**config.mk**
```make
export PLATFORM = sky130hd
export DESIGN_NAME = pir_regs
export DESIGN_NICKNAME = d
export VERILOG_FILES = /design/src/core/pir_pkg.sv /design/src/core/pir_sync.sv /design/src/core/pir_byte_link.sv /design/src/core/pir_regs.sv
export SDC_FILE = /design/constraint.sdc
export NUM_CORES = 1
export LEC_CHECK = 0
export ABC_AREA = 1
export BUFFER_PORTS_ARGS = -buffer_cell sky130_fd_sc_hd__buf_2
export CAP_MARGIN = 25
export CORE_ASPECT_RATIO = 0.7
export CORE_MARGIN = 5
export CORE_UTILIZATION = 30
export DETAILED_ROUTE_END_ITERATION = 12
export SETUP_SLACK_MARGIN = 0.2
export SKIP_CTS_REPAIR_TIMING = 1
export SYNTH_ARGS = -nofsm -noshare
export SYNTH_HDL_FRONTEND = slang
export SYNTH_SLANG_ARGS = --single-unit
```
**constraint.sdc**
```tcl
create_clock -name CLOCK -period 4.8 [get_ports CLOCK]
set_clock_uncertainty 0.1 [all_clocks]
set_input_delay 0.72 -clock CLOCK [delete_from_list [all_inputs] [get_ports CLOCK]]
set_output_delay 0.72 -clock CLOCK [all_outputs]
set_load 0.005 [all_outputs]
```
**src/core/pir_pkg.sv**
```systemverilog
// shared constants and types for the identity, revision and compensation register bank
package pir_pkg;

    // ****************************************
    // command codes
    // ****************************************
    localparam logic [7:0] CMD_CLEAR_FAULTS = 8'h03;
    localparam logic [7:0] CMD_STATUS_BYTE = 8'h78;
    localparam logic [7:0] CMD_STATUS_COMM = 8'h7e;
    localparam logic [7:0] CMD_PART_IDENTITY = 8'had;
    localparam logic [7:0] CMD_SILICON_REVISION = 8'hae;
    localparam logic [7:0] CMD_LOOP_COMPENSATION = 8'hb1;

    // ****************************************
    // byte counts, bit positions, reset values
    // ****************************************
    localparam logic [7:0] ID_BYTES = 8'h06;
    localparam logic [7:0] REV_BYTES = 8'h02;
    localparam logic [7:0] COMP_BYTES = 8'h05;
    localparam logic [7:0] PLAIN_BYTES = 8'h01;
    localparam int STATUS_BYTE_COMM_BIT = 1;
    localparam int STATUS_COMM_INVALID_BIT = 7;
    localparam logic [7:0] STATUS_RESET = 8'h00;
    localparam logic [7:0] IDLE_FILL = 8'hff;
    localparam logic [7:0] CMD_RESET = 8'h00;

    // ****************************************
    // types
    // ****************************************
    typedef struct packed {
        logic [3:0] revision_major_field;
        logic [3:0] revision_middle_field;
        logic [7:0] revision_lowest_field;
    } pir_rev_t;

    // compensation word as stored, msb first
    typedef struct packed {
        logic [1:0] czi_low;
        logic [4:0] current_filter_cap_sel;
        logic current_integrator_doubler;
        logic [5:0] current_gain_resistor_sel;
        logic [1:0] czi_high;
        logic [1:0] czv_low;
        logic [4:0] voltage_filter_cap_sel;
        logic rsv_16;
        logic [5:0] voltage_gain_resistor_sel;
        logic [1:0] czv_high;
        logic [1:0] rsv_7_6;
        logic [1:0] voltage_transconductance_sel;
        logic [1:0] rsv_3_2;
        logic [1:0] current_transconductance_sel;
    } pir_comp_t;

    // selectors handed to the analog loop
    typedef struct packed {
        logic [3:0] current_integrator_cap_sel;
        logic [4:0] current_filter_cap_sel;
        logic current_integrator_doubler;
        logic [5:0] current_gain_resistor_sel;
        logic [3:0] voltage_integrator_cap_sel;
        logic [4:0] voltage_filter_cap_sel;
        logic [5:0] voltage_gain_resistor_sel;
        logic [1:0] voltage_transconductance_sel;
        logic [1:0] current_transconductance_sel;
    } pir_loop_t;

    // one-cycle events from the byte layer
    typedef struct packed {
        logic addr_hit;
        logic addr_read;
        logic rx_valid;
        logic [7:0] rx_byte;
        logic tx_taken;
        logic stop;
    } pir_link_ev_t;

endpackage

```
**src/core/pir_sync.sv**
```systemverilog
// two-flop synchroniser for pin inputs
`timescale 1ns/1ps
module pir_sync #(
    parameter int WIDTH = 2
) (
    input wire logic clk,
    input wire logic rst,
    input wire logic [WIDTH-1:0] din,
    output logic [WIDTH-1:0] dout
);
    typedef struct packed {
        logic [WIDTH-1:0] meta;
        logic [WIDTH-1:0] held;
    } pir_sync_t;

    pir_sync_t st;
    pir_sync_t next_st;

    // idle bus level is high, so reset to ones
    always_comb begin
        next_st.meta = din;
        next_st.held = st.meta;
        if (rst) begin
            next_st = '1;
        end
    end

    always_ff @(posedge clk) begin
        st <= next_st;
    end

    assign dout = st.held;
endmodule // pir_sync

```
**src/core/pir_byte_link.sv**
```systemverilog
// bus byte layer: start/stop, address match, byte receive with ack, byte send
`timescale 1ns/1ps
module pir_byte_link
    import pir_pkg::*;
#(
    parameter logic [6:0] ADDRESS = 7'h10
) (
    input wire logic clk,
    input wire logic rst,
    input wire logic scl,
    input wire logic sda,
    input wire logic [7:0] tx_byte,
    output pir_link_ev_t ev,
    output logic drive_low
);
    typedef enum logic [2:0] {
        L_IDLE = 3'h0,
        L_RX = 3'h1,
        L_ACK = 3'h3,
        L_TX = 3'h2,
        L_RACK = 3'h6
    } pir_lstate_t;

    typedef struct packed {
        pir_lstate_t state;
        logic scl_d;
        logic sda_d;
        logic [3:0] cnt;
        logic [7:0] sh;
        logic first;
        logic rd;
        logic drive;
        logic nack;
        pir_link_ev_t ev;
    } pir_link_t;

    pir_link_t st;
    pir_link_t next_st;
    logic rise;
    logic fall;
    logic start;
    logic stop;

    always_comb begin
        rise = scl & ~st.scl_d;
        fall = ~scl & st.scl_d;
        start = scl & st.scl_d & st.sda_d & ~sda;
        stop = scl & st.scl_d & ~st.sda_d & sda;
        next_st = st;
        next_st.ev = '0;
        next_st.scl_d = scl;
        next_st.sda_d = sda;
        case (st.state)
            L_RX: begin
                if (rise && st.cnt != 4'h8) begin
                    next_st.sh = {st.sh[6:0], sda};
                    next_st.cnt = st.cnt + 4'h1;
                end else if (fall && st.cnt == 4'h8) begin
                    if (st.first) begin
                        // foreign address: stay off the bus until the next start
                        if (st.sh[7:1] == ADDRESS) begin
                            next_st.ev.addr_hit = 1'b1;
                            next_st.ev.addr_read = st.sh[0];
                            next_st.rd = st.sh[0];
                            next_st.state = L_ACK;
                            next_st.drive = 1'b1;
                        end else begin
                            next_st.state = L_IDLE;
                        end
                    end else begin
                        next_st.ev.rx_valid = 1'b1;
                        next_st.ev.rx_byte = st.sh;
                        next_st.state = L_ACK;
                        next_st.drive = 1'b1;
                    end
                end
            end
            L_ACK: begin
                if (fall) begin
                    next_st.first = 1'b0;
                    next_st.cnt = 4'h0;
                    if (st.rd) begin
                        next_st.sh = tx_byte;
                        next_st.drive = ~tx_byte[7];
                        next_st.ev.tx_taken = 1'b1;
                        next_st.state = L_TX;
                    end else begin
                        next_st.drive = 1'b0;
                        next_st.state = L_RX;
                    end
                end
            end
            L_TX: begin
                if (fall) begin
                    if (st.cnt == 4'h7) begin
                        next_st.drive = 1'b0;
                        next_st.state = L_RACK;
                    end else begin
                        next_st.sh = {st.sh[6:0], 1'b0};
                        next_st.drive = ~st.sh[6];
                        next_st.cnt = st.cnt + 4'h1;
                    end
                end
            end
            L_RACK: begin
                if (rise) begin
                    next_st.nack = sda;
                end else if (fall) begin
                    if (st.nack) begin
                        next_st.state = L_IDLE;
                    end else begin
                        next_st.sh = tx_byte;
                        next_st.drive = ~tx_byte[7];
                        next_st.cnt = 4'h0;
                        next_st.ev.tx_taken = 1'b1;
                        next_st.state = L_TX;
                    end
                end
            end
            default: begin
                next_st.drive = 1'b0;
            end
        endcase
        if (start) begin
            next_st.state = L_RX;
            next_st.cnt = 4'h0;
            next_st.first = 1'b1;
            next_st.drive = 1'b0;
        end else if (stop) begin
            next_st.state = L_IDLE;
            next_st.drive = 1'b0;
            next_st.ev.stop = 1'b1;
        end
        if (rst) begin
            next_st = '0;
            next_st.scl_d = 1'b1;
            next_st.sda_d = 1'b1;
        end
    end

    always_ff @(posedge clk) begin
        st <= next_st;
    end

    assign ev = st.ev;
    assign drive_low = st.drive;
endmodule // pir_byte_link

```
**src/core/pir_regs.sv**
```systemverilog
// identity, revision and loop compensation command registers behind the bus pins
`timescale 1ns/1ps
module pir_regs
    import pir_pkg::*;
#(
    parameter logic [6:0] DEVICE_ADDRESS = 7'h10,
    // arbitrary neutral value
    parameter logic [47:0] PART_IDENTITY = 48'h0000_0000_0001,
    // arbitrary neutral value
    parameter pir_rev_t SILICON_REVISION = 16'h1000
) (
    input wire logic CLOCK,
    input wire logic RESET,
    input wire logic SCL,
    input wire logic SDA_IN,
    output logic SDA_OUT,
    output logic SDA_OE,
    output logic ALERT_OUT,
    output logic ALERT_OE,
    input wire logic CONVERSION_ENABLED,
    input wire logic RESTORE_PULSE,
    input wire logic STRAP_OVERRIDE,
    input wire logic [39:0] NVM_WORD,
    input wire logic [39:0] STRAP_WORD,
    output logic [39:0] STORED_WORD,
    output logic [39:0] APPLIED_WORD,
    output pir_loop_t LOOP_SETTINGS,
    output logic INVALID_COMMAND
);

    // ****************************************
    // state
    // ****************************************
    typedef enum logic [2:0] {
        PH_IDLE = 3'h0,
        PH_CMD = 3'h1,
        PH_COUNT = 3'h3,
        PH_DATA = 3'h2,
        PH_READ = 3'h6,
        PH_SKIP = 3'h7
    } pir_phase_t;

    typedef struct packed {
        pir_phase_t phase;
        logic [7:0] cmd;
        logic [3:0] idx;
        logic [7:0] wcount;
        logic [39:0] stage;
        logic [39:0] stored;
        logic [39:0] applied;
        logic [7:0] status_byte;
        logic [7:0] status_comm;
        logic clear_pend;
        logic [7:0] tx_byte;
    } pir_regs_t;

    pir_regs_t st;
    pir_regs_t next_st;
    logic scl_s;
    logic sda_s;
    pir_link_ev_t ev;
    logic drive_low;
    logic [39:0] src;
    logic set_invalid;
    pir_comp_t aw;

    // ****************************************
    // pins and byte layer
    // ****************************************
    pir_sync #(
        .WIDTH(2)
    ) u_sync (
        .clk(CLOCK),
        .rst(RESET),
        .din({SCL, SDA_IN}),
        .dout({scl_s, sda_s})
    );

    pir_byte_link #(
        .ADDRESS(DEVICE_ADDRESS)
    ) u_link (
        .clk(CLOCK),
        .rst(RESET),
        .scl(scl_s),
        .sda(sda_s),
        .tx_byte(st.tx_byte),
        .ev(ev),
        .drive_low(drive_low)
    );

    // ****************************************
    // read data selection
    // ****************************************
    // byte the host gets at position idx of the current read
    function automatic logic [7:0] pick(input pir_regs_t s);
        logic [47:0] v;
        logic [7:0] n;
        logic blk;
        logic [3:0] k;
        v = '0;
        n = 8'h00;
        blk = 1'b1;
        case (s.cmd)
            CMD_PART_IDENTITY: begin
                v = PART_IDENTITY;
                n = ID_BYTES;
            end
            CMD_SILICON_REVISION: begin
                v = {32'h0000_0000, SILICON_REVISION};
                n = REV_BYTES;
            end
            CMD_LOOP_COMPENSATION: begin
                v = {8'h00, s.stored};
                n = COMP_BYTES;
            end
            CMD_STATUS_BYTE: begin
                v = {40'h00_0000_0000, s.status_byte};
                n = PLAIN_BYTES;
                blk = 1'b0;
            end
            CMD_STATUS_COMM: begin
                v = {40'h00_0000_0000, s.status_comm};
                n = PLAIN_BYTES;
                blk = 1'b0;
            end
            default: begin
                v = '0;
            end
        endcase
        k = blk ? s.idx - 4'h1 : s.idx;
        if (blk && s.idx == 4'h0) begin
            pick = n;
        end else if ({4'h0, k} < n) begin
            pick = v[{k[2:0], 3'b000} +: 8];
        end else begin
            pick = IDLE_FILL;
        end
    endfunction

    // ****************************************
    // transaction handling
    // ****************************************
    always_comb begin
        next_st = st;
        set_invalid = 1'b0;
        // override set means strap detection wins over stored memory
        src = STRAP_OVERRIDE ? STRAP_WORD : NVM_WORD;

        if (ev.addr_hit) begin
            if (ev.addr_read) begin
                next_st.phase = PH_READ;
                next_st.idx = 4'h0;
            end else begin
                next_st.phase = PH_CMD;
                next_st.idx = 4'h0;
            end
        end

        if (ev.rx_valid) begin
            case (st.phase)
                PH_CMD: begin
                    next_st.cmd = ev.rx_byte;
                    next_st.clear_pend = (ev.rx_byte == CMD_CLEAR_FAULTS);
                    if (ev.rx_byte == CMD_LOOP_COMPENSATION) begin
                        next_st.phase = PH_COUNT;
                    end else begin
                        next_st.phase = PH_SKIP;
                    end
                end
                PH_SKIP: begin
                    // data under a command with no write form
                    next_st.clear_pend = 1'b0;
                    set_invalid = 1'b1;
                end
                PH_COUNT: begin
                    next_st.wcount = ev.rx_byte;
                    next_st.idx = 4'h0;
                    next_st.phase = PH_DATA;
                end
                PH_DATA: begin
                    // reserved bits are stored as sent; keeping them zero is up to the host
                    if ({4'h0, st.idx} < COMP_BYTES) begin
                        next_st.stage[{st.idx[2:0], 3'b000} +: 8] = ev.rx_byte;
                    end
                    if (st.idx != 4'hf) begin
                        next_st.idx = st.idx + 4'h1;
                    end
                end
                default: begin
                    next_st.phase = st.phase;
                end
            endcase
        end

        if (ev.tx_taken && st.phase == PH_READ && st.idx != 4'hf) begin
            next_st.idx = st.idx + 4'h1;
        end

        if (ev.stop) begin
            // a short or long block is dropped whole so a torn word never reaches the loop
            if (st.phase == PH_DATA && st.wcount == COMP_BYTES
                    && {4'h0, st.idx} == COMP_BYTES) begin
                next_st.stored = st.stage;
                if (!CONVERSION_ENABLED) begin
                    next_st.applied = st.stage;
                end
            end
            if (st.phase == PH_SKIP && st.clear_pend) begin
                next_st.status_byte = STATUS_RESET;
                next_st.status_comm = STATUS_RESET;
            end
            next_st.phase = PH_IDLE;
            next_st.clear_pend = 1'b0;
        end

        // set after clear so a fault in the clearing cycle survives
        if (set_invalid) begin
            next_st.status_comm[STATUS_COMM_INVALID_BIT] = 1'b1;
            next_st.status_byte[STATUS_BYTE_COMM_BIT] = 1'b1;
        end

        // reload path used after a save and override change by the host
        if (RESTORE_PULSE) begin
            next_st.stored = src;
            next_st.applied = src;
        end

        next_st.tx_byte = pick(next_st);

        if (RESET) begin
            next_st.phase = PH_IDLE;
            next_st.cmd = CMD_RESET;
            next_st.idx = 4'h0;
            next_st.wcount = 8'h00;
            next_st.stage = '0;
            next_st.stored = src;
            next_st.applied = src;
            next_st.status_byte = STATUS_RESET;
            next_st.status_comm = STATUS_RESET;
            next_st.clear_pend = 1'b0;
            next_st.tx_byte = IDLE_FILL;
        end
    end

    always_ff @(posedge CLOCK) begin
        st <= next_st;
    end

    // ****************************************
    // outputs
    // ****************************************
    assign aw = st.applied;

    always_comb begin
        LOOP_SETTINGS.current_integrator_cap_sel = {aw.czi_high, aw.czi_low};
        LOOP_SETTINGS.current_filter_cap_sel = aw.current_filter_cap_sel;
        LOOP_SETTINGS.current_integrator_doubler = aw.current_integrator_doubler;
        LOOP_SETTINGS.current_gain_resistor_sel = aw.current_gain_resistor_sel;
        LOOP_SETTINGS.voltage_integrator_cap_sel = {aw.czv_high, aw.czv_low};
        LOOP_SETTINGS.voltage_filter_cap_sel = aw.voltage_filter_cap_sel;
        LOOP_SETTINGS.voltage_gain_resistor_sel = aw.voltage_gain_resistor_sel;
        LOOP_SETTINGS.voltage_transconductance_sel = aw.voltage_transconductance_sel;
        // also scales the current integrator capacitance in the analog loop
        LOOP_SETTINGS.current_transconductance_sel = aw.current_transconductance_sel;
    end

    // open-drain pins: only ever pull low
    assign SDA_OUT = 1'b0;
    assign SDA_OE = drive_low;
    assign ALERT_OUT = 1'b0;
    assign ALERT_OE = st.status_comm[STATUS_COMM_INVALID_BIT];
    assign INVALID_COMMAND = st.status_comm[STATUS_COMM_INVALID_BIT];
    assign STORED_WORD = st.stored;
    assign APPLIED_WORD = st.applied;
endmodule // pir_regs

```
-- Yosys cells after proc, flatten, opt, wreduce, memory -nomap -nowiden
Index checks and enable logic that the tools add are counted.
- flip-flop bits (word level): 206
- bits of input ports: 87
- eq/ne operators: 44
- muxes and demuxes: 79
- add/sub/neg operators: 4
- bitwise operators: 18
- shifts and indexed selects: 3
- $lt $le $gt $ge: 2
- reductions and logical operators: 37
- operator list (cell ; count):
    $pmux 40 s5 ; 1
    $mux 40 ; 4
    $mux 80 ; 2
    $mux 105 ; 1
    $mux 97 ; 1
    $mux 12 ; 6
    $mux 63 ; 1
    $pmux 12 s4 ; 1
    $shiftx 48x7->8 ; 1
    $bwmux 40 ; 1
    $mux 8 ; 5
    $shift 8x8->40 const A ; 1
    $shiftx 8x8->40 ; 1
    $mux 3 ; 11
    $eq 8x8->1 const B ; 4
    $reduce_and 8->1 ; 4
    $mux 1 ; 27
    $pmux 3 s4 ; 2
    $ne 4x1->1 const B ; 5
    $eq 8x7->1 const B ; 2
    $mux 16 ; 1
    $mux 4 ; 4
    $ne 4x4->1 const B ; 4
    $ne 2x1->1 const B ; 7
    41 further kinds ; 90

-- Logic depth before layout (Yosys ltp)
Gate-level depths: netlist of run 1.
- depth in word-level cells: 13
- depth in mapped cells: 22
- mapped depth without buffers: 22

-- Modules after synthesis
A second synthesis of run 1 with hierarchy kept.
- cell total of the unflattened synthesis: 1726
- area, all modules: 11877.6 um^2
- modules (own cells, without submodules) (module ; area each (um^2) ; times used ; seq. area each (um^2) ; cells each):
    pir_regs ; 9824.4 ; 1 ; 3763.6 ; 1433
    pir_byte_link ; 1921.8 ; 1 ; 680.7 ; 278
    pir_sync ; 131.4 ; 1 ; 80.1 ; 15

-- Worst setup path after synthesis of run 1
No wires, ideal clock.
- path type: flip-flop to flip-flop
- from: reg st[166] in the netlist's numbering
- to: reg st (netlist bit APPLIED_WORD[0]), enable pin
- path slack: -0.007 ns
- setup time: 0.493 ns
- arrival: 4.214 ns
- required time: 4.207 ns
- stages on the path, launching flop included: 9
- path through: dfxtp_1 > inv_2 > nor2_1 > nand2_1 > nor2_1 > nand2_1 > buf_2 > buf_1 > o21ai_0
- longest elaborated chain between the ends: 5
- ends and longest elaborated chain (element ; line ; source):
    start: declaration ; pir_regs.sv:57 ; pir_regs_t st;
    start signal: assignment ; pir_regs.sv:246 ; st <= next_st;
    $eq 3x2->1 ; pir_regs.sv:201 ; if (st.phase == PH_DATA && st.wcount == COMP_BYTES
    $logic_and 1x1->1 ; pir_regs.sv:201 ;
    $logic_and 1x1->1 ; pir_regs.sv:202 ; && {4'h0, st.idx} == COMP_BYTES) begin
    $reduce_bool 3->1 (no line) ; -- ;
    $reduce_and 3->1 (no line) ; -- ;
Every way passes these cells.
A chain may end at the register's enable or synchronous reset.

-- Worst setup path in the final report of run 1
- from: reg st[166] in the netlist's numbering
- to: reg st[2] in the netlist's numbering
- longest elaborated chain between the ends: 10
- ends and longest elaborated chain (element ; line ; source):
    branches (longest 9 deep; another with $sub 4x1->4) ; -- ;
    $mux 8 * ; pir_regs.sv:131 ; if (blk && s.idx == 4'h0) begin
Mark *: on every way between the ends. The select of a mux whose other input is x is not followed.

==> results of run 1 <==
## metrics by stage
step	cells	power [mW]	hold slack (ns)	area [µm²]	utilization (%)
finish	2199	4.23	0.282	12700	33.9
global route	2199	4.44	0.272	12700	33.9
CTS	2196	4.27	0.271	12700	33.8
detailed placement	2156	2.66	0.300	12000	32.1
global placement	2155	2.66	0.300	12000	32.0
floorplan	1644	2.51	0.289	11500	-
## power by group through the flow
| stage | registers [mW] | clock network, mW | logic (mW) |
|---|---|---|---|
| 3_3_place_gp | 2.01 | 0 | 0.648 |
| 2_1_floorplan | 1.98 | 0 | 0.530 |
| 6_report | 1.97 | 1.60 | 0.659 |
| 5_1_grt | 1.99 | 1.71 | 0.740 |
| 3_5_place_dp | 2.01 | 0 | 0.654 |
| 4_1_cts | 1.97 | 1.64 | 0.658 |
## worst max-delay path, delay by kind of cell, from the launching register on
kind,cells,cell delay [ns]
compound gates,1,0.16
simple gates,15,2.09
flops,1,0.41
buf+inv,3,0.94
## cells in the final DEF, fill, tap and decap left out, types with 3 or more instances in the layout
master / synthesis / layout
nor3_1: 28 / 28
inv_2: 7 / 8
clkbuf_16: 0 / 22
edfxtp_1: 40 / 40
dfxtp_1: 166 / 166
nor2_1: 181 / 180
or2_2: 5 / 5
a31oi_1: 22 / 22
a31o_2: 12 / 12
nand4_1: 31 / 31
nand3_1: 94 / 94
nor4_1: 5 / 5
a211oi_1: 5 / 5
a21oi_1: 120 / 120
nand2_2: 7 / 8
ha_1: 11 / 11
nand2_8: 3 / 3
nor2_4: 3 / 4
nand2_4: 4 / 4
buf_4: 121 / 10
clkinv_2: 0 / 4
o211ai_1: 3 / 3
buf_2: 10 / 204
nand2_1: 439 / 438
o21ai_0: 91 / 90
clkbuf_1: 46 / 10
inv_1: 145 / 144
o21bai_1: 10 / 10
## final cells by class
type | count | area share (%)
multi-input combinational | 1095 | 40.7
sequential | 206 | 35.7
timing repair buffer | 217 | 9.11
tap | 488 | 4.82
clock buffer | 33 | 4.75
inverter | 153 | 4.53
clock inverter | 7 | 0.414
## path summary, 6_finish.rpt
kind,cells past startpoint,start,end
min,2,SDA_IN,u_sync.st[2]$_SDFF_PP1_
max reg2reg,19,st[166]$_SDFFE_PP0P_,st[2]$_SDFF_PP1_
max,19,st[166]$_SDFFE_PP0P_,st[2]$_SDFF_PP1_
min reg2reg,1,u_sync.st[2]$_SDFF_PP1_,u_sync.dout[0]$_SDFF_PP1_
## logic make-up after synthesis
| logic type | count (synthesis) |
|---|---|
| fa+ha+maj | 11 |
| flops | 206 |
| buf+inv | 343 |
| xor+xnor | 2 |
| other cells | 1 |
| compound gates | 272 |
| simple gates | 808 |
## metal layers
layer  global-route usage (%)  share of wire (%)
met1                     24.2                 48
met2                     23.1                 40
met3                     4.25                9.6
met4                     2.51                1.6
met5                        0                  0
## Yosys cell counts, drive strengths merged (3+ instances only)
master,count
or2,5
o211ai,3
buf,144
o21ai,92
ha,11
clkbuf,46
nor3,28
nand4,32
nor2,187
edfxtp,40
a21oi,121
nand2,453
a211oi,5
a31o,12
inv,152
nor4,5
o21bai,10
a31oi,22
nand3,95
dfxtp,166
==> impl_metrics.yaml, run 1 <==
timing:
  slew_violations: 0
  fmax_mhz: 265
  setup_viol: 0
  worst_pin_slew_ns: 1.01
  fin_crit_sh_pct: 78.6
  rsz0062_at_grt: "no"
  finalSetupTns_ns: 0
  setup_slack_ns: 1.03
  hold_viol_final: 0
  layout_min_cycle_time_ns: 3.77
  relSlewSlack_pct: 32.6
synthesis:
  synth_ff_type: "dfxtp_1"
  yosys.area.top_type: "dfxtp_1"
  synth_seq_area_share_pct: 39.5
  synth_top_family_by_area: "simple AND/OR/NAND/NOR gates"
  ys.warnings.count: 0
  ys_seq_elements: 206
  syn-cell-area_um2: 11500
  synth_top_cell_area_share_pct: 29.0
  syn_inst: 1643
  synth_xor_area_share_pct: 0.153
  synth.distinct_cells: 46
  synthMuxAreaShare_pct: 0
  synth_edf_count: 40
  ys_async_sr_fraction_pct: 0
  avgSynthCellArea_um2: 6.97
  synthAdderAreaFrac_pct: 1.20
  synth_compound_gate_area_share_pct: 13.2
  yosys-top-cells-area: "dfxtp_1 (29%), nand2_1 (14%), edfxtp_1 (10%)"
  synth_simple_gate_area_share_pct: 30.3
layout:
  seqCellArea_um2: 4520
  diodes: 0
  fillers: 4051
  final_nets: 1793
  multi_input_area_um2: 5160
  layout-drive-gt1-share_pct: 17.4
  syn2layout_area_growth_pct: 10.7
route:
  drc: 0
  wl_per_cell_um: 16.4
  ant_nets: 0
  drt-total-wl_mm: 36.1
  num_vias: 10700
  drtIter0Drc: 1004
  routed_via_density: 4.88
  drtPass1Iterations: 5
clocking:
  tritoncts: "done"
  cts.sinks: 206
  clk_latency_ns: 0.53
  htree_levels: 1
  max-clock-path-buffers: 3
  cts-root-buf: "clkbuf_16"
  numCtsBuffers: 22
  clk_pin_slew_ns: 0.06
grt:
  grt_pass1_wl_mm: 55.1
  grt_max_degree: 66
  grt_pass1_vias: 9701
  grt_antenna_before_repair: 0
  grt_overflow_total: 0
  grt.total_usage_pct: 16.0
job:
  maxCapViolCount: 0
die:
  die_area_um2: 42300
  pin_count: 207
  row_count: 59
  fp.dieH_um: 174
  initial_utilization_pct: 30.6
  coreArea_um2: 37400
  dieWidth_um: 244
power:
  pwr-share-comb_pct: 15.6
  p_leak_nw: 5.83
  power_density_nw_per_um2: 334
  pwr-share-clk_pct: 37.9
  p_sw_share_pct: 28.8
  p_int_mw: 3.02
  p_seq_share_pct: 46.6
  vdd_drop_max_uv: 224
  power.switching_mw: 1.22
setup_path:
  r2r_slack_ns: 1.03
  critical_path_class: "flip-flop to flip-flop"
  startpoint_type: "flip-flop"
  critPathCaptureType: "flip-flop"
  path_common_cell: "nand2_1"
  cp_slowest_cell: "nor2_1"
  critPathMaxFanout: 42
  worstPathArrival_ns: 4.14
  worstPathCellList: "inv_2, nor2_1, nand2_1, nor2_1, nand2_2, buf_4, inv_2, nand2_1, nand3_1, o21ai_0, nor2_1, nand2_1, nand2_1, nand2_1, nand2_1, nand2_1, nand3_1, nand2_1, nand2_1"
  worstPathRequired_ns: 5.17
  cpPeakStageDelay_ns: 0.71
placed_design:
  place_congestion: 0.911
  pre_cts_slack_ns: 1.10
  io_buffers: 204
  dp_hpwl_mm: 27.2
hold_path:
  hold_path.class: "input port to flip-flop"
outcome:
  status: "finished clean"
Power figures use the tool's default switching activity.
==> inputs of run 2 (changes only) <==
==> constraint.sdc (replaced) <==
create_clock -name CLOCK -period 3.8 [get_ports CLOCK]
set_clock_uncertainty 0.1 [all_clocks]
set_input_delay 0.57 -clock CLOCK [delete_from_list [all_inputs] [get_ports CLOCK]]
set_output_delay 0.57 -clock CLOCK [all_outputs]
set_load 0.005 [all_outputs]
==> impl_metrics.yaml, run 2 (synthesized netlist as in run 1, its figures left out) <==
outcome:
  status: "finished clean"
die:
  fp.dieH_um: 174
  coreArea_um2: 37400
  pin_count: 207
  die_area_um2: 42300
  dieWidth_um: 244
  row_count: 59
  initial_utilization_pct: 30.6
grt:
  grt_pass1_wl_mm: 56.7
  grt_pass1_vias: 9721
  grt.total_usage_pct: 16.6
  grt_max_degree: 78
  grt_antenna_before_repair: 1
  grt_overflow_total: 0
clocking:
  max-clock-path-buffers: 3
  clk_latency_ns: 0.52
  htree_levels: 1
  numCtsBuffers: 22
  cts.sinks: 206
  cts-root-buf: "clkbuf_16"
  clk_pin_slew_ns: 0.07
  tritoncts: "done"
setup_path:
  critPathCaptureType: "flip-flop"
  worstReg2RegEnd: "st[4]$_SDFF_PP1_"
  critical_path_class: "flip-flop to flip-flop"
  crit_end: "st[4]$_SDFF_PP1_"
  critPathMaxFanout: 7
  r2r_slack_ns: 0.49
  cp-startpoint: "st[153]$_SDFF_PP0_"
  r2r-start: "st[153]$_SDFF_PP0_"
  worstPathRequired_ns: 4.08
  startpoint_type: "flip-flop"
  reg2reg_depth: 18
  worstPathArrival_ns: 3.59
route:
  num_vias: 10700
  drt-total-wl_mm: 37.0
  drc: 0
  routed_via_density: 4.84
  drtPass1Iterations: 5
  dr_wl_met3_mm: 3.47
  drtIter0Drc: 975
  wl_met2_mm: 14.7
  m1WireLength_mm: 18.4
  wl_per_cell_um: 16.7
  ant_nets: 0
  top_layer_used: "met4"
timing:
  worst_pin_slew_ns: 1.02
  finalSetupTns_ns: 0
  hold_viol_final: 0
  layout_min_cycle_time_ns: 3.31
  setup_viol: 0
  relSlewSlack_pct: 32.3
  fmax_mhz: 302
  fin_crit_sh_pct: 87.2
  slew_violations: 0
  rsz0062_at_grt: "yes"
layout:
  final_common_cell: "nand2_1"
  fillers: 4009
  syn2layout_area_growth_pct: 12.4
  layout-drive-gt1-share_pct: 18.5
  final_cell_mix: "nand2_1 (438), buf_2 (204), nor2_1 (180)"
  diodes: 0
  final_util_pct: 34.4
  final_nets: 1808
power:
  power_mw: 5.55
  power_density_nw_per_um2: 431
  p_leak_nw: 5.95
  vdd_drop_max_uv: 251
placed_design:
  io_buffers: 204
  dp_hpwl_mm: 28.0
  place_congestion: 0.878
hold_path:
  hold_path.class: "input port to flip-flop"
job:
  maxCapViolCount: 0
run 2: worst min path at each step:
stage | cells past startpoint | end | from
after global placement | 1 | u_sync.dout[0]$_SDFF_PP1_ | u_sync.st[2]$_SDFF_PP1_
after CTS | 2 | u_sync.st[2]$_SDFF_PP1_ | SDA_IN
after floorplan | 1 | u_sync.dout[0]$_SDFF_PP1_ | u_sync.st[2]$_SDFF_PP1_
after detailed placement | 1 | u_sync.dout[0]$_SDFF_PP1_ | u_sync.st[2]$_SDFF_PP1_
after global routing | 2 | u_sync.st[2]$_SDFF_PP1_ | SDA_IN
final | 2 | u_sync.st[3]$_SDFF_PP1_ | SCL
run 2: through the flow:
step | hold slack, ns | cells | cell area, µm² | worst slack [ns]
2_1_floorplan | 0.289 | 1644 | 11500 | 0.836
6_report | 0.146 | 2214 | 12900 | 0.485
3_3_place_gp | 0.298 | 2172 | 12100 | 0.464
5_1_grt | 0.130 | 2214 | 12900 | 0.186
3_5_place_dp | 0.306 | 2172 | 12100 | 0.387
4_1_cts | 0.125 | 2212 | 12900 | 0.375
run 2: final cells by class:
| class | count | area [µm²] | share of cell area (%) |
|---|---|---|---|
| clock inverter | 9 | 95.1 | 0.739 |
| clock buffer | 31 | 646 | 5.01 |
| multi-input combinational | 1095 | 5160 | 40.1 |
| tap | 488 | 611 | 4.74 |
| inverter | 153 | 578 | 4.49 |
| timing repair buffer | 232 | 1260 | 9.76 |
| sequential | 206 | 4530 | 35.2 |
run 2: report_power, final:
part	internal, mW	switching (mW)
Combinational	0.314	0.515
Sequential	2.39	0.104
Clock	1.32	0.909
run 2: critical path, stage by stage (launching register included):
cell	delay [ns]
dfxtp_1	0.45
ha_1	0.25
nand3_1	0.16
nand4_1	0.19
buf_4	0.15
nand4_1	0.08
nand2_2	0.18
inv_2	0.11
ha_1	0.28
inv_1	0.06
nand3_1	0.11
nand2_4	0.14
ha_1	0.23
nand2_1	0.06
nand2_1	0.09
a21oi_4	0.27
nand3_1	0.12
nand2_1	0.08
nand2_1	0.06
run 2: layer usage:
metal,vias to the layer above,track usage (%)
met2,383,23.6
met4,0,2.09
met5,-,0
li1,5354,-
met3,34,4.41
met1,4944,25.7
==> inputs of run 3 (changes only) <==
--- a/config.mk
+++ b/config.mk
@@ -6,12 +6,12 @@
 export NUM_CORES = 1
 export LEC_CHECK = 0
 export ABC_AREA = 1
-export BUFFER_PORTS_ARGS = -buffer_cell sky130_fd_sc_hd__buf_2
 export CAP_MARGIN = 25
 export CORE_ASPECT_RATIO = 0.7
 export CORE_MARGIN = 5
 export CORE_UTILIZATION = 30
 export DETAILED_ROUTE_END_ITERATION = 12
+export DONT_BUFFER_PORTS = 1
 export SETUP_SLACK_MARGIN = 0.2
 export SKIP_CTS_REPAIR_TIMING = 1
 export SYNTH_ARGS = -nofsm -noshare
==> impl_metrics.yaml, run 3 (synthesized netlist as in run 1, its figures left out) <==
outcome:
  status: "finished clean"
hold_path:
  hold_depth: 1
  min_to: "st[152]$_SDFFE_PP0P_"
  hold_path.class: "input port to flip-flop"
  hp-start: "RESET"
placed_design:
  placed_cell_area_um2: 11100
  pre_cts_slack_ns: 0.419
  dp_hpwl_mm: 25.8
  io_buffers: 0
  place_congestion: 0.945
setup_path:
  reg2reg_depth: 17
  r2r_slack_ns: 0.45
  worstPathArrival_ns: 3.63
  worstPathRequired_ns: 4.08
  cpPeakStageDelay_ns: 0.53
  cp_slowest_cell: "dfxtp_1"
  worstReg2RegEnd: "st[4]$_SDFF_PP1_"
  critical_path_class: "flip-flop to flip-flop"
  critPathTopFamily: "simple AND/OR/NAND/NOR gates"
  r2r-start: "st[165]$_SDFFE_PP0P_"
  critPathCaptureType: "flip-flop"
  critPathMaxFanout: 17
  startpoint_type: "flip-flop"
  path_common_cell: "nand2_1"
  critical_path_buf_inv_count: 2
  worstPathCellList: "inv_2, nor2_4, nand4_1, nand2_1, nand2_2, nor2_8, nand2_4, nand2_8, inv_1, nand2_1, nand2_2, ha_1, nand3b_1, a21oi_4, nand3_1, nand2_1, nand2_1"
die:
  initial_utilization_pct: 30.6
  die_area_um2: 42300
  fp.dieH_um: 174
  pin_count: 207
  coreArea_um2: 37400
  row_count: 59
  dieWidth_um: 244
power:
  vdd_drop_max_uv: 299
  p_leak_nw: 5.12
  power_mw: 5.42
  power_density_nw_per_um2: 457
clocking:
  max-clock-path-buffers: 3
  cts.sinks: 206
  clk_latency_ns: 0.52
  clk_pin_slew_ns: 0.07
  htree_levels: 1
  numCtsBuffers: 22
  tritoncts: "done"
  cts-root-buf: "clkbuf_16"
layout:
  final_util_pct: 31.6
  diodes: 0
  syn2layout_area_growth_pct: 3.36
  stdcell_area_um2: 11800
  final_nets: 1601
  final_cell_mix: "nand2_1 (438), nor2_1 (179), dfxtp_1 (164)"
  layout-drive-gt1-share_pct: 7.70
  fillers: 3981
  final_common_cell: "nand2_1"
timing:
  hold_viol_final: 0
  slew_violations: 0
  rsz0062_at_grt: "no"
  layout_min_cycle_time_ns: 3.35
  finalSetupTns_ns: 0
  fin_crit_sh_pct: 88.1
  worst_pin_slew_ns: 0.990
  fmax_mhz: 299
  setup_slack_ns: 0.451
  setup_viol: 0
  relSlewSlack_pct: 33.8
grt:
  grt_pass1_wl_mm: 53.5
  grt_pass1_vias: 9026
  grt_antenna_before_repair: 0
  grt_max_degree: 82
  grt.total_usage_pct: 15.8
  grt_overflow_total: 0
job:
  maxCapViolCount: 0
route:
  drt-total-wl_mm: 35.1
  routed_via_density: 5.01
  num_vias: 10100
  ant_nets: 0
  wl_per_cell_um: 17.5
  drtIter0Drc: 902
  drc: 0
  drtPass1Iterations: 5
==> run 3: layout make-up <==
class,instances,area (µm²),share of cell area (%)
clock inverters,6,35.0,0.296
multi-input cells,1095,5160,43.6
well taps,488,611,5.16
flip-flops and latches,206,4530,38.2
clock buffers,34,741,6.25
inverters,153,577,4.87
repair buffers,25,188,1.58
==> run 3: metrics by stage <==
step	instances	hold WS, ns
2_1_floorplan	1644	0.289
3_3_place_gp	1967	0.296
3_5_place_dp	1967	0.297
4_1_cts	2007	0.0232
5_1_grt	2007	0.0309
6_report	2007	0.0635
==> run 3: power breakdown <==
group / internal [mW] / leakage [nW] / total (mW) / switching [mW]
logic: 0.204 / 2.96 / 0.610 / 0.406
registers: 2.39 / 1.78 / 2.53 / 0.136
clock network: 1.35 / 0.387 / 2.28 / 0.933
total: 3.94 / 5.12 / 5.42 / 1.48
==> run 3: layer usage <==
layer / vias to the layer above / share of wire [%] / GRT usage, %
met3: 47 / 9.2 / 3.34
li1: 4927 / - / -
met4: 0 / 1.8 / 2.82
met5: - / 0 / 0
met2: 426 / 39 / 21.9
met1: 4650 / 50 / 25.0
==> run 3: how the worst max path moves through the flow <==
| stage | from | endpoint | cells after the start | slack [ns] |
|---|---|---|---|---|
| floorplan | st[166]$_SDFFE_PP0P_ | APPLIED_WORD[0]$_DFFE_PP_ | 8 | 0.84 |
| global placement | u_link.ev[10]$_SDFF_PP0_ | st[5]$_SDFF_PP1_ | 17 | 0.57 |
| detailed placement | u_link.ev[10]$_SDFF_PP0_ | st[6]$_SDFF_PP1_ | 17 | 0.42 |
| CTS | u_link.ev[10]$_SDFF_PP0_ | st[6]$_SDFF_PP1_ | 17 | 0.40 |
| global route | st[153]$_SDFF_PP0_ | st[6]$_SDFF_PP1_ | 17 | 0.20 |
| finish | st[165]$_SDFFE_PP0P_ | st[4]$_SDFF_PP1_ | 17 | 0.45 |
